## config.mk

```make
export PLATFORM = sky130hd
export DESIGN_NAME = ccs_top
export DESIGN_NICKNAME = d
export VERILOG_FILES = /design/src/ccs_pkg.sv /design/src/ccs_decode.sv /design/src/ccs_top.sv
export VERILOG_INCLUDE_DIRS = /design/src /design/src/src
export SDC_FILE = /design/constraint.sdc
export NUM_CORES = 1
export LEC_CHECK = 0
export BUFFER_PORTS_ARGS = -buffer_cell sky130_fd_sc_hd__buf_2
export CORE_MARGIN = 2
export CORE_UTILIZATION = 25
export DETAILED_ROUTE_END_ITERATION = 6
export SLEW_MARGIN = 0
export SYNTH_ARGS = -nofsm -noshare
export SYNTH_HDL_FRONTEND = slang
export SYNTH_HIERARCHICAL = 1
export SYNTH_SLANG_ARGS = --single-unit
```

## constraint.sdc

```tcl
create_clock -name clk_sys_in -period 5.56 [get_ports clk_sys_in]
set_input_delay 1.112 -clock clk_sys_in [delete_from_list [all_inputs] [get_ports clk_sys_in]]
set_output_delay 1.112 -clock clk_sys_in [all_outputs]
set_load 0.01 [all_outputs]
```

## src/ccs_consts.svh

```systemverilog
// ccs_consts.svh: offsets, field positions, reset values and timing counts
// for the cycle sequencer; included by the package, both design modules and the bench.
`ifndef CCS_CONSTS_SVH
`define CCS_CONSTS_SVH

// register byte addresses
`define CCS_ADDR_CTRL 8'h00
`define CCS_ADDR_STATUS 8'h04
`define CCS_ADDR_INSTR 8'h08
`define CCS_ADDR_DECODE 8'h0C
`define CCS_ADDR_OFFSET 8'h10

// control register fields and reset value
`define CCS_CTRL_RUN 0
`define CCS_CTRL_START_INHIBIT 1
`define CCS_CTRL_FAST_ENABLE 2
`define CCS_CTRL_RESET 3'h0

// subphase codes (0 = first .. 3 = fourth) for the load and memory-start strobes, the sense load and phase end
`define CCS_SUB_SP_FIRST 2'h1
`define CCS_SUB_ALU_LOAD 2'h2
`define CCS_SUB_SP_SECOND 2'h3
`define CCS_SUB_MEM_START 2'h2
`define CCS_SUB_SENSE_LOAD 2'h3
`define CCS_SUB_LAST 2'h3

// phase codes (0 = first .. 3 = fourth)
`define CCS_PH_FIRST 2'h0
`define CCS_PH_SECOND 2'h1
`define CCS_PH_THIRD 2'h2
`define CCS_PH_LAST 2'h3

// instruction field positions
`define CCS_OPC_HI 15
`define CCS_OPC_LO 12
`define CCS_SUB_HI 11
`define CCS_SUB_LO 8
`define CCS_OFS_MSB 9
`define CCS_INDIRECT_BIT 10
`define CCS_MEMREG_BIT 11

// opcode classes and sub-classes
`define CCS_CLASS_CTRLGRP 4'h0
`define CCS_CLASS_IO 4'h1
`define CCS_CLASS_SKIP 4'h2
`define CCS_SUBCLS_SPECIAL 4'h0
`define CCS_SUBCLS_CONTROL 4'h4
`define CCS_SUBCLS_SHIFT_LO 4'h2
`define CCS_SUBCLS_SHIFT_HI 4'h3
`define CCS_SPECIAL_WAIT 4'h0
`define CCS_SPECIAL_MUL 4'h8
`define CCS_SPECIAL_DIV 4'hA
`define CCS_SKIP_OVF_SET_FWD 4'h0
`define CCS_SKIP_OVF_SET_REV 4'h1
`define CCS_SKIP_OVF_CLR_FWD 4'h8
`define CCS_SKIP_OVF_CLR_REV 4'h9

`endif

```

## src/ccs_pkg.sv

```systemverilog
// ccs_pkg: types shared by the cycle sequencer and its field decoder.
// assumes ccs_consts.svh is reachable on the include path.
package ccs_pkg;
  `include "ccs_consts.svh"

  // nine sequence states, each one memory cycle
  typedef enum logic [3:0] {
    SEQ_S1, SEQ_S2, SEQ_S3, SEQ_S4, SEQ_S5, SEQ_S6, SEQ_S7, SEQ_S8, SEQ_S9
  } ccs_seq_t;

  typedef enum logic [1:0] {IO_CONTROL, IO_OUTPUT, IO_INPUT, IO_TEST} ccs_io_mode_t;

  // instruction field decode
  typedef struct packed {
    logic [3:0] opcode_class;
    logic mem_ref;
    logic indirect;
    logic io_instruction;
    logic shift_op;
    logic wait_op;
    logic multiply_op;
    logic divide_op;
    logic control_op;
    logic [2:0] control_sel;
    logic skip_overflow_set;
    logic skip_overflow_clear;
    logic skip_taken;
    logic [15:0] signed_offset;
    logic [15:0] unsigned_offset;
    logic [1:0] index_sel;
    logic [2:0] io_reg_sel;
    ccs_io_mode_t io_mode;
    logic io_from_memory;
  } ccs_decode_t;

  // timing strobes toward the datapath and core memory
  typedef struct packed {
    logic sp_first_load;
    logic alu_load;
    logic sp_second_load;
    logic mem_start;
    logic mdr_clear;
    logic cycle_steal_ack;
    logic interrupt_entry;
  } ccs_strobe_t;
endpackage

```

## src/ccs_decode.sv

```systemverilog
// ccs_decode: combinational field decode of the instruction register.
// assumes the word is stable in the caller's instruction register.
`timescale 1ns/100ps
`include "ccs_consts.svh"
module ccs_decode
  import ccs_pkg::*;
(
  input wire logic [15:0] instr_in,
  input wire logic overflow_in,
  output ccs_decode_t fields_out
);

  // control select pattern to one of eight operation codes
  function automatic logic [2:0] ctrl_select(input logic [7:0] sel);
    logic [2:0] code;
    code = 3'h0;
    unique case (sel)
      8'h03: code = 3'h0;
      8'h02: code = 3'h1;
      8'h0C: code = 3'h2;
      8'h08: code = 3'h3;
      8'h30: code = 3'h4;
      8'h20: code = 3'h5;
      8'h40: code = 3'h6;
      8'h80: code = 3'h7;
      default: code = 3'h0;
    endcase
    return code;
  endfunction

  logic [3:0] opc;
  logic [3:0] subcls;
  logic ctrl_grp;
  logic special;
  logic skip_cls;
  assign opc = instr_in[`CCS_OPC_HI:`CCS_OPC_LO];
  assign subcls = instr_in[`CCS_SUB_HI:`CCS_SUB_LO];
  assign ctrl_grp = (opc == `CCS_CLASS_CTRLGRP);
  assign special = ctrl_grp && (subcls == `CCS_SUBCLS_SPECIAL);
  assign skip_cls = (opc == `CCS_CLASS_SKIP);

  // class and sub-class decode
  always_comb begin
    fields_out.opcode_class = opc; // RL20
    fields_out.io_instruction = (opc == `CCS_CLASS_IO);
    fields_out.mem_ref = !ctrl_grp && !skip_cls && (opc != `CCS_CLASS_IO);
    fields_out.indirect = instr_in[`CCS_INDIRECT_BIT];
    fields_out.shift_op = ctrl_grp && (subcls == `CCS_SUBCLS_SHIFT_LO ||
                                       subcls == `CCS_SUBCLS_SHIFT_HI);
    fields_out.wait_op = special && (instr_in[7:4] == `CCS_SPECIAL_WAIT); // RL17
    fields_out.multiply_op = special && (instr_in[7:4] == `CCS_SPECIAL_MUL); // RL17
    fields_out.divide_op = special && (instr_in[7:4] == `CCS_SPECIAL_DIV); // RL17
    fields_out.control_op = ctrl_grp && (subcls == `CCS_SUBCLS_CONTROL); // RL17
    fields_out.control_sel = ctrl_select(instr_in[7:0]); // RL17
    fields_out.skip_overflow_set = skip_cls && (subcls == `CCS_SKIP_OVF_SET_FWD ||
                                   subcls == `CCS_SKIP_OVF_SET_REV); // RL18
    fields_out.skip_overflow_clear = skip_cls && (subcls == `CCS_SKIP_OVF_CLR_FWD ||
                                     subcls == `CCS_SKIP_OVF_CLR_REV); // RL18
    fields_out.skip_taken = (fields_out.skip_overflow_set && overflow_in) ||
                            (fields_out.skip_overflow_clear && !overflow_in); // RL18
    // sign bit replicated up through bit fifteen
    fields_out.signed_offset = {{6{instr_in[`CCS_OFS_MSB]}}, instr_in[9:0]}; // RL12
    fields_out.unsigned_offset = {6'h00, instr_in[9:0]};
    fields_out.index_sel = instr_in[9:8]; // RL13
    fields_out.io_reg_sel = instr_in[10:8]; // RL14
    fields_out.io_mode = ccs_io_mode_t'(instr_in[7:6]); // RL15
    fields_out.io_from_memory = instr_in[`CCS_MEMREG_BIT]; // RL16
  end

endmodule // ccs_decode

```

## src/ccs_top.sv

```systemverilog
// ccs_top: cycle sequencer with subphase, phase and sequence state timing,
// memory strobes, cycle-steal and interrupt exits, and field decode.
// assumes pin inputs are asynchronous to clk_sys_in; the register port
// master runs on the same clock.
//
// Notes on behaviour
// [RL1] nine sequence states, one memory cycle each, only those used are visited
// [RL2] each state has four phases run in order
// [RL3] each phase has four subphases stepped straight from the master clock
// [RL4] first scratch-pad load strobe on subphase two
// [RL5] alu result load strobe on subphase three
// [RL6] second scratch-pad load strobe on subphase four
// [RL7] memory start at fourth phase, third subphase unless inhibited
// [RL8] after a memory start, data register cleared in next first phase
// [RL9] pending cycle-steal request, sampled third-to-fourth phase, diverts to state eight
// [RL10] interrupt exit at state five fourth phase instead of returning to state one
// [RL11] fast path jumps from state five phase three to state one phase two
// [RL12] signed offset sign bit replicated up through bit fifteen
// [RL13] index register chosen by instruction bits eight and nine
// [RL14] io register operand chosen by bits eight to ten
// [RL15] io mode from bits six and seven
// [RL16] io operand source memory or register from its own bit
// [RL17] control class digit four with eight ops; wait, multiply, divide under zero
// [RL18] skips on overflow set and on overflow clear
// [RL19] dynamic console switch alters sequence in run mode
// [RL20] class from top four opcode bits after data register moves to instruction register
// [RL21] subphase and phase wrap fourth to first, carrying into next level
//
// The address map and the plain strobed port were decided locally.
`timescale 1ns/100ps
`include "ccs_consts.svh"
module ccs_top
  import ccs_pkg::*;
(
  input wire logic clk_sys_in,
  input wire logic reset_n_in,
  input wire logic [7:0] reg_addr_in,
  input wire logic [31:0] reg_wdata_in,
  input wire logic reg_wr_in,
  input wire logic reg_rd_in,
  output logic [31:0] reg_rdata_out,
  input wire logic [15:0] mem_sense_in,
  input wire logic dma_req_in,
  input wire logic int_req_in,
  input wire logic overflow_in,
  input wire logic dynamic_console_switch_in,
  output ccs_strobe_t strobe_out,
  output ccs_seq_t seq_state_out,
  output logic [1:0] phase_out,
  output logic [1:0] clock_subphase_out,
  output logic [15:0] instr_out
);

  // pin synchronisers: first stage feeds only the second
  logic [15:0] sense_meta_reg;
  logic [15:0] sense_sync_reg;
  logic [3:0] pins_meta_reg;
  logic [3:0] pins_sync_reg;
  logic dma_sync;
  logic int_sync;
  logic ovf_sync;
  logic switch_sync;

  // sequencer state
  logic [1:0] sub_reg;
  logic [1:0] sub_next;
  logic [1:0] phase_reg;
  logic [1:0] phase_next;
  ccs_seq_t state_reg;
  ccs_seq_t state_next;
  ccs_seq_t resume_reg;
  ccs_seq_t after_state;
  logic dma_pend_reg;
  logic sense_armed_reg;
  logic [15:0] mdr_reg;
  logic [15:0] ir_reg;
  logic [2:0] ctrl_reg;
  ccs_strobe_t strobe_next;
  ccs_decode_t dec;
  logic running;
  logic end_phase;
  logic end_state;
  logic take_fast;
  logic start_now;

  assign dma_sync = pins_sync_reg[0];
  assign int_sync = pins_sync_reg[1];
  assign ovf_sync = pins_sync_reg[2];
  assign switch_sync = pins_sync_reg[3];
  assign running = ctrl_reg[`CCS_CTRL_RUN];
  assign end_phase = (sub_reg == `CCS_SUB_LAST);
  assign end_state = end_phase && (phase_reg == `CCS_PH_LAST);

  // two-flop synchronisers for every pin
  always_ff @(posedge clk_sys_in or negedge reset_n_in) begin
    if (!reset_n_in) begin
      sense_meta_reg <= 16'h0000;
      sense_sync_reg <= 16'h0000;
      pins_meta_reg <= 4'h0;
      pins_sync_reg <= 4'h0;
    end else begin
      sense_meta_reg <= mem_sense_in;
      sense_sync_reg <= sense_meta_reg;
      pins_meta_reg <= {dynamic_console_switch_in, overflow_in, int_req_in, dma_req_in};
      pins_sync_reg <= pins_meta_reg;
    end
  end

  ccs_decode u_decode (
    .instr_in(ir_reg),
    .overflow_in(ovf_sync),
    .fields_out(dec)
  );

  // fast path only for register-group work, and never with a pending exit
  assign take_fast = ctrl_reg[`CCS_CTRL_FAST_ENABLE] && dec.opcode_class == `CCS_CLASS_CTRLGRP
                     && !dec.shift_op && !dec.multiply_op && !dec.divide_op
                     && !dma_sync && !int_sync && !switch_sync; // RL11 RL19

  // state that follows the current one when no cycle steal intervenes
  always_comb begin
    after_state = SEQ_S1;
    unique case (state_reg)
      SEQ_S1: begin
        if (dec.mem_ref) begin
          after_state = dec.indirect ? SEQ_S3 : SEQ_S5; // RL1
        end else if (dec.io_instruction) begin
          after_state = SEQ_S2;
        end else if (dec.shift_op) begin
          after_state = SEQ_S4;
        end else if (dec.multiply_op || dec.divide_op) begin
          after_state = SEQ_S6;
        end else if (dec.wait_op) begin
          after_state = SEQ_S1;
        end else begin
          after_state = SEQ_S5;
        end
      end
      SEQ_S2: after_state = SEQ_S5;
      SEQ_S3: after_state = SEQ_S5;
      SEQ_S4: after_state = SEQ_S5;
      SEQ_S6: after_state = SEQ_S7;
      SEQ_S7: after_state = SEQ_S5;
      SEQ_S5: begin
        // instruction boundary: interrupt entry replaces the return to state one
        after_state = (int_sync && !switch_sync) ? SEQ_S9 : SEQ_S1; // RL10 RL19
      end
      SEQ_S8: after_state = dma_pend_reg ? SEQ_S8 : resume_reg; // RL9
      SEQ_S9: after_state = SEQ_S1;
      default: after_state = SEQ_S1;
    endcase
  end

  // next subphase, phase and state; halted counters hold their value
  always_comb begin
    sub_next = sub_reg;
    phase_next = phase_reg;
    state_next = state_reg;
    if (running) begin
      sub_next = sub_reg + 2'h1; // RL3 RL21
      if (end_phase) begin
        phase_next = phase_reg + 2'h1; // RL2 RL21
      end
      if (end_phase && phase_reg == `CCS_PH_THIRD && state_reg == SEQ_S5 && take_fast) begin
        phase_next = `CCS_PH_SECOND; // RL11
        state_next = SEQ_S1; // RL11
      end else if (end_state) begin
        if (dma_pend_reg && state_reg != SEQ_S8) begin
          state_next = SEQ_S8; // RL9
        end else begin
          state_next = after_state; // RL1
        end
      end
    end
  end

  // memory start fires unless software inhibits it
  assign start_now = running && !ctrl_reg[`CCS_CTRL_START_INHIBIT] &&
                     phase_next == `CCS_PH_LAST && sub_next == `CCS_SUB_MEM_START; // RL7

  // strobes are computed from next counters so they line up with them
  always_comb begin
    strobe_next.sp_first_load = running && sub_next == `CCS_SUB_SP_FIRST; // RL4
    strobe_next.alu_load = running && sub_next == `CCS_SUB_ALU_LOAD; // RL5
    strobe_next.sp_second_load = running && sub_next == `CCS_SUB_SP_SECOND; // RL6
    strobe_next.mem_start = start_now; // RL7
    strobe_next.mdr_clear = running && sense_armed_reg && phase_next == `CCS_PH_FIRST
                            && sub_next == 2'h0; // RL8
    strobe_next.cycle_steal_ack = running && end_state && state_next == SEQ_S8
                                  && state_reg != SEQ_S8;
    strobe_next.interrupt_entry = running && end_state && state_next == SEQ_S9;
  end

  // counters and sequence state
  always_ff @(posedge clk_sys_in or negedge reset_n_in) begin
    if (!reset_n_in) begin
      sub_reg <= 2'h0;
      phase_reg <= 2'h0;
      state_reg <= SEQ_S1;
    end else begin
      sub_reg <= sub_next;
      phase_reg <= phase_next;
      state_reg <= state_next;
    end
  end

  // cycle-steal sampling between third and fourth phase, and resume point
  always_ff @(posedge clk_sys_in or negedge reset_n_in) begin
    if (!reset_n_in) begin
      dma_pend_reg <= 1'b0;
      resume_reg <= SEQ_S1;
    end else if (running) begin
      if (end_phase && phase_reg == `CCS_PH_THIRD) begin
        dma_pend_reg <= dma_sync; // RL9
      end
      if (end_state && dma_pend_reg && state_reg != SEQ_S8) begin
        resume_reg <= after_state; // RL9
      end
    end
  end

  // a started read is remembered until its sense data have been taken
  always_ff @(posedge clk_sys_in or negedge reset_n_in) begin
    if (!reset_n_in) begin
      sense_armed_reg <= 1'b0;
    end else if (start_now) begin
      sense_armed_reg <= 1'b1; // RL8
    end else if (running && phase_reg == `CCS_PH_FIRST && sub_reg == `CCS_SUB_SENSE_LOAD) begin
      sense_armed_reg <= 1'b0;
    end
  end

  // data register: cleared, then sense output set into it near end of first phase
  always_ff @(posedge clk_sys_in or negedge reset_n_in) begin
    if (!reset_n_in) begin
      mdr_reg <= 16'h0000;
    end else if (strobe_out.mdr_clear) begin
      mdr_reg <= 16'h0000; // RL8
    end else if (running && sense_armed_reg && phase_reg == `CCS_PH_FIRST &&
                 sub_reg == `CCS_SUB_SENSE_LOAD) begin
      mdr_reg <= mdr_reg | sense_sync_reg; // set side only, reset came first
    end
  end

  // fetch after the sense load, in the first cycle of state one phase two;
  // an engaged console switch holds the old word so the instruction repeats
  always_ff @(posedge clk_sys_in or negedge reset_n_in) begin
    if (!reset_n_in) begin
      ir_reg <= 16'h0000;
    end else if (running && state_reg == SEQ_S1 && phase_reg == `CCS_PH_SECOND &&
                 sub_reg == 2'h0 && !switch_sync) begin
      ir_reg <= mdr_reg; // RL20 RL19
    end
  end

  // outputs straight from flops
  always_ff @(posedge clk_sys_in or negedge reset_n_in) begin
    if (!reset_n_in) begin
      strobe_out <= '0;
      seq_state_out <= SEQ_S1;
      phase_out <= 2'h0;
      clock_subphase_out <= 2'h0;
      instr_out <= 16'h0000;
    end else begin
      strobe_out <= strobe_next;
      seq_state_out <= state_next;
      phase_out <= phase_next;
      clock_subphase_out <= sub_next;
      instr_out <= ir_reg;
    end
  end

  // control register write
  always_ff @(posedge clk_sys_in or negedge reset_n_in) begin
    if (!reset_n_in) begin
      ctrl_reg <= `CCS_CTRL_RESET;
    end else if (reg_wr_in && reg_addr_in == `CCS_ADDR_CTRL) begin
      ctrl_reg <= reg_wdata_in[2:0];
    end
  end

  // read data stand one cycle after the strobe and are zero otherwise;
  // unmapped addresses read zero
  always_ff @(posedge clk_sys_in or negedge reset_n_in) begin
    if (!reset_n_in) begin
      reg_rdata_out <= 32'h0000_0000;
    end else if (reg_rd_in) begin
      unique case (reg_addr_in)
        `CCS_ADDR_CTRL: reg_rdata_out <= {29'h0000_0000, ctrl_reg};
        `CCS_ADDR_STATUS: reg_rdata_out <= {22'h00_0000, dma_pend_reg, sense_armed_reg,
                                            state_reg, phase_reg, sub_reg};
        `CCS_ADDR_INSTR: reg_rdata_out <= {mdr_reg, ir_reg};
        `CCS_ADDR_DECODE: reg_rdata_out <= {8'h00, dec.opcode_class, dec.control_sel,
                                            dec.io_from_memory, dec.io_mode, dec.io_reg_sel,
                                            dec.index_sel, dec.skip_taken,
                                            dec.skip_overflow_clear, dec.skip_overflow_set,
                                            dec.control_op, dec.divide_op, dec.multiply_op,
                                            dec.wait_op, dec.io_instruction, 1'b0};
        `CCS_ADDR_OFFSET: reg_rdata_out <= {dec.unsigned_offset, dec.signed_offset};
        default: reg_rdata_out <= 32'h0000_0000;
      endcase
    end else begin
      reg_rdata_out <= 32'h0000_0000;
    end
  end

endmodule // ccs_top

```

# --- After elaboration in Yosys (flattened, before gate mapping) ---
# Index checks and enable logic that the tools add are counted.
# W data, S select, Z words.
op_classes:
  bitwise_logic: 1
  add_sub_neg: 2
  eq_ne: 40
  reduce_logical: 78
  muxes: 24
op_table:
  columns: ["operator", "count"]
  rows:
  - ["$pmux W32 S5", 1]
  - ["$logic_and A1 B1 Y1", 49]
  - ["$eq A8 B4 Y1 const B", 4]
  - ["$mux W16", 2]
  - ["$mux W32", 1]
  - ["$mux W4", 8]
  - ["$eq A4 B3 Y1 const B", 6]
  - ["$pmux W3 S7", 1]
  - ["$eq A4 B2 Y1 const B", 5]
  - ["$eq A4 B4 Y1 const B", 5]
  - ["$pmux W4 S5", 1]
  - ["$eq A8 B6 Y1 const B", 2]
  - ["$logic_not A4 Y1", 4]
  - ["$or A16 B16 Y16", 1]
  - ["$eq A2 B2 Y1 const B", 6]
  - ["$eq A4 B1 Y1 const B", 3]
  - ["$mux W3", 4]
  - ["$logic_not A1 Y1", 10]
  - ["$eq A8 B2 Y1 const B", 1]
  - ["$eq A8 B3 Y1 const B", 1]
  - ["$eq A8 B5 Y1 const B", 1]
  - ["$eq A8 B7 Y1 const B", 1]
  - ["$eq A8 B8 Y1 const B", 1]
  - ["$logic_not A2 Y1", 4]
  - ["11 further kinds", 23]
totals:
  register_bits: 144
  input_bits: 64
  word_cells: 167
  out_inout_bits: 63

# --- Depth between registers and ports, before layout ---
logic_depth:
  word_depth: 17
  mapped_depth: 9
  depth_no_buf: 8

# --- By module ---
# Netlist, hierarchy kept.
modules_own_cells:
  columns: ["module", "instances", "cells_per_inst", "area_each_um2", "seq_area_each_um2"]
  rows:
  - ["ccs_top", 1, 414, 5353.9, 3603.5]
  - ["ccs_decode", 1, 87, 609.3, 0.0]

# --- Least setup slack after synthesis ---
# Ideal clock, no wire load.
synth_path:
  path_kind: "flip-flop to flip-flop"
  from: "reg ir_reg[13]"
  to: "reg strobe_out[1] (netlist name)"
  required_ns: 5.495
  arrival_ns: 2.488
  setup_slack_ns: 3.007
  stages_incl_launch_ff: 9
  period_less_slack_ns: 2.553
  setup_time_ns: 0.065
  path_cell_list: "dfrtp_1 or3_4 or4_4 nor3_1 nor2_1 a2111oi_0 o21ai_0 a21boi_4 and3_2"
synth_lines:
  columns: ["element", "line_no", "source"]
  rows:
  - ["start, declared", "ccs_top.sv:76", "logic [15:0] ir_reg;"]
  - ["start signal, assigned", "ccs_top.sv:252", "ir_reg <= mdr_reg;"]
  - ["end signal, assigned", "ccs_top.sv:265", "strobe_out <= strobe_next;"]
  - ["end, declared", "ccs_top.sv:47", "output ccs_strobe_t strobe_out,"]

==> summary.txt <==
Status
  – Status: finished, final reports clean

Power and ir drop
  – Maximum vdd ir drop: 0.000192 V
  – PwrDens: 319 mW/mm²
  – Leak: 3.32 nW
  – Total chip power: 2.23 mW

Routing
  – WL per Instance: between 15 and 20 µm
  – Routed vias/inst: 4.44
  – Routed WL: 14,100 µm
  – Drt first pass iters: 7
  – Via count of the routed design: 3,936
  – DRC Markers: 0
  – Antenna Violating Nets Remaining: 0
  – Initial drt markers: between 300 and 400

Timing
  – Final Critical Period: just over 3 ns
  – Slew Viols, Final: 0
  – Clk_skew: 0.00763 ns
  – Worst Tran Pin Value: 1.21 ns
  – Hold Vio Cnt, Final: 0
  – Slew headroom: 18.9%
  – Final period util: 55.1%
  – WHS: 0.347 ns
  – Unrepaired setup endpoints after global routing: no
  – Final setup fails: 0
  – FMAX: 327 MHz
  – Final setup margin: 2.50 ns
  – Sum of negative setup slack: 0 ns

Global routing
  – GRT Overall Usage: 12.0%
  – Gr ovfl total: 0
  – Initial antenna violation count: 0
  – First-pass GRT wire length: 22,500 µm
  – Largest net degree at the start of global routing: 107
  – Vias in the first global route: 3,996

Finish
  – Most common cell after layout, fill and taps aside: dfrtp_1
  – # diodes: 0
  – Share of cells above drive strength 1: between 20 and 30%
  – Max FFs per register: 32
  – Layout area overhead: 17.1%
  – Nets@finish: 625
  – Final core occ: 29.7%
  – Most frequent cells in the layout: 144 x dfrtp_1, 96 x buf_2, 45 x nor2_1, 42 x a21oi_1, 33 x a22oi_1
  – Top reg by flops: reg_rdata_out
  – Filler instances: 2,434

Yosys
  – EDFF count, synth: 0
  – Prevailing post-synth register cell: dfrtp_1
  – Post-Syn Area per Cell: approximately 12 µm²
  – YS warnings: 6
  – Syn Inst Count: 501
  – Post-synthesis sequential area ratio: between 60 and 70%
  – Synth unique cells: 60
  – Async set-or-reset flop fraction in the synthesized netlist: 100%
  – Post-Syn Area: roughly 0.006 mm²
  – Synth Register Bits: 144

Critical path
  – Critical path class: reg -> reg
  – Buf/Inv on CP: 0
  – CP Cell Sequence: or3_4 > or4_4 > nor3_1 > nor2_1 > a2111oi_0 > o21ai_0 > a21boi_4 > and3_2
  – R2R Path End: strobe_out[1]$_DFF_PN0_
  – Max incr delay on CP: around 0.5 ns
  – WP data required: just under 6 ns
  – Critical path startpoint: ir_reg[15]$_DFFE_PN0P_
  – Crit. End Element: register
  – CP Launch Type: register
  – Worst setup path end: strobe_out[1]$_DFF_PN0_
  – R2R Path Start: ir_reg[15]$_DFFE_PN0P_
  – Largest delay share family, worst path: simple AND/OR/NAND/NOR gates
  – CP max stage cell: dfrtp_1
  – CP arrival: 3.41 ns
  – R2R cell count: 8
  – Crit-path max FO: 8
  – Setup slack, reg-to-reg: 2.50 ns
  – Levels on crit path: 8

Clocking
  – Clock tree sinks: 144
  – CTS Hold Bufs: 0
  – CTS tree: yes
  – Longest Clk Path Bufs: 2
  – Worst-path clk slew: about 0.060 ns
  – Clock latency on the worst-skew pair: between 0.4 and 0.5 ns
  – Clock Tree Root: clkbuf_16
  – Post-CTS resize count: 0
  – CTS buffer count: 17
  – Post-CTS Setup Bufs: 0
  – H-tree lvl count: 4

Placed design
  – RD Place Congestion: 0.794
  – DP HPWL: roughly 9700 µm
  – PortBufs: 97
  – Placement Setup Slack: between 2 and 2.5 ns

Floorplanning
  – Core Region: between 0.02 and 0.025 mm²
  – Die H: 158 µm
  – Die width: 158 µm
  – Row count: 56
  – Initial core utilization: approximately a quarter
  – Area of the die: between 0.02 and 0.03 mm²
  – # IOs: 127

Run
  – Number of max-cap violations: 0

Hold path
  – Hold crit path type: reg -> reg
per-layer routing:
layer | vias to the layer above | wire [µm] | global-route usage (%)
met4 | 0 | 329 | 5.45
met1 | 1957 | 6210 | 15.6
met2 | 123 | 6760 | 18.2
li1 | 1834 | - | -
met3 | 22 | 823 | 3.76
met5 | - | 0 | 0
metrics by stage:
step	cells	cell area, µm²
after floorplan	506	5980
after global placement	855	6440
after detailed placement	855	6440
after CTS	887	6980
after global routing	887	6980
final	887	6980
worst min path at each step:
stage | startpoint | endpoint | cells after the start
after global placement | sense_meta_reg[10]$_DFF_PN0_ | sense_sync_reg[10]$_DFF_PN0_ | 0
after global routing | sense_meta_reg[3]$_DFF_PN0_ | sense_sync_reg[3]$_DFF_PN0_ | 0
after detailed placement | sense_meta_reg[0]$_DFF_PN0_ | sense_sync_reg[0]$_DFF_PN0_ | 0
after CTS | sense_meta_reg[12]$_DFF_PN0_ | sense_sync_reg[12]$_DFF_PN0_ | 0
final | sense_meta_reg[2]$_DFF_PN0_ | sense_sync_reg[2]$_DFF_PN0_ | 0
after floorplan | pins_meta_reg[0]$_DFF_PN0_ | pins_sync_reg[0]$_DFF_PN0_ | 0
report_power, final:
part,total [mW],internal [mW],switching (mW)
clock network,1.02,0.594,0.430
registers,1.10,1.07,0.0255
logic,0.105,0.0398,0.0650
kinds of logic after synthesis:
group           count (synthesis)  share of synthesized area, %
flops                         144                          60.4
simple gates                  132                          12.4
compound gates                110                          12.4
buf+inv                        80                          8.33
mux                            24                          4.47
fa+ha+maj                       6                          1.26
xor+xnor                        4                         0.588
other cells                     1                        0.0629
cells in the mapped netlist (all sizes together) (8+ instances only):
cell | count | share of area (%)
a21oi | 42 | 3.5
a22oi | 33 | 4.2
buf | 61 | 7.1
clkbuf | 10 | 0.63
dfrtp | 144 | 60
inv | 9 | 0.57
mux2 | 21 | 4.0
nand2 | 30 | 1.9
nand3 | 8 | 0.67
nor2 | 45 | 2.8
nor4 | 8 | 1.4
o21ai | 8 | 0.67
worst register-to-register path: cells and delay by family, from the launching register on:
family          cells  cell delay [ns]
compound gates      3             0.98
flops               1             0.50
simple gates        5             1.51
cell type report:
cell class | instances | area, µm² | share of cell area (%)
sequential | 144 | 3600 | 51.6
clock inverter | 12 | 83.8 | 1.20
clock buffer | 20 | 457 | 6.54
inverter | 9 | 33.8 | 0.484
tap | 319 | 399 | 5.72
multi-input combinational | 282 | 1880 | 27.0
timing repair buffer | 101 | 522 | 7.47
No activity file was read; power rests on OpenSTA's default activity.
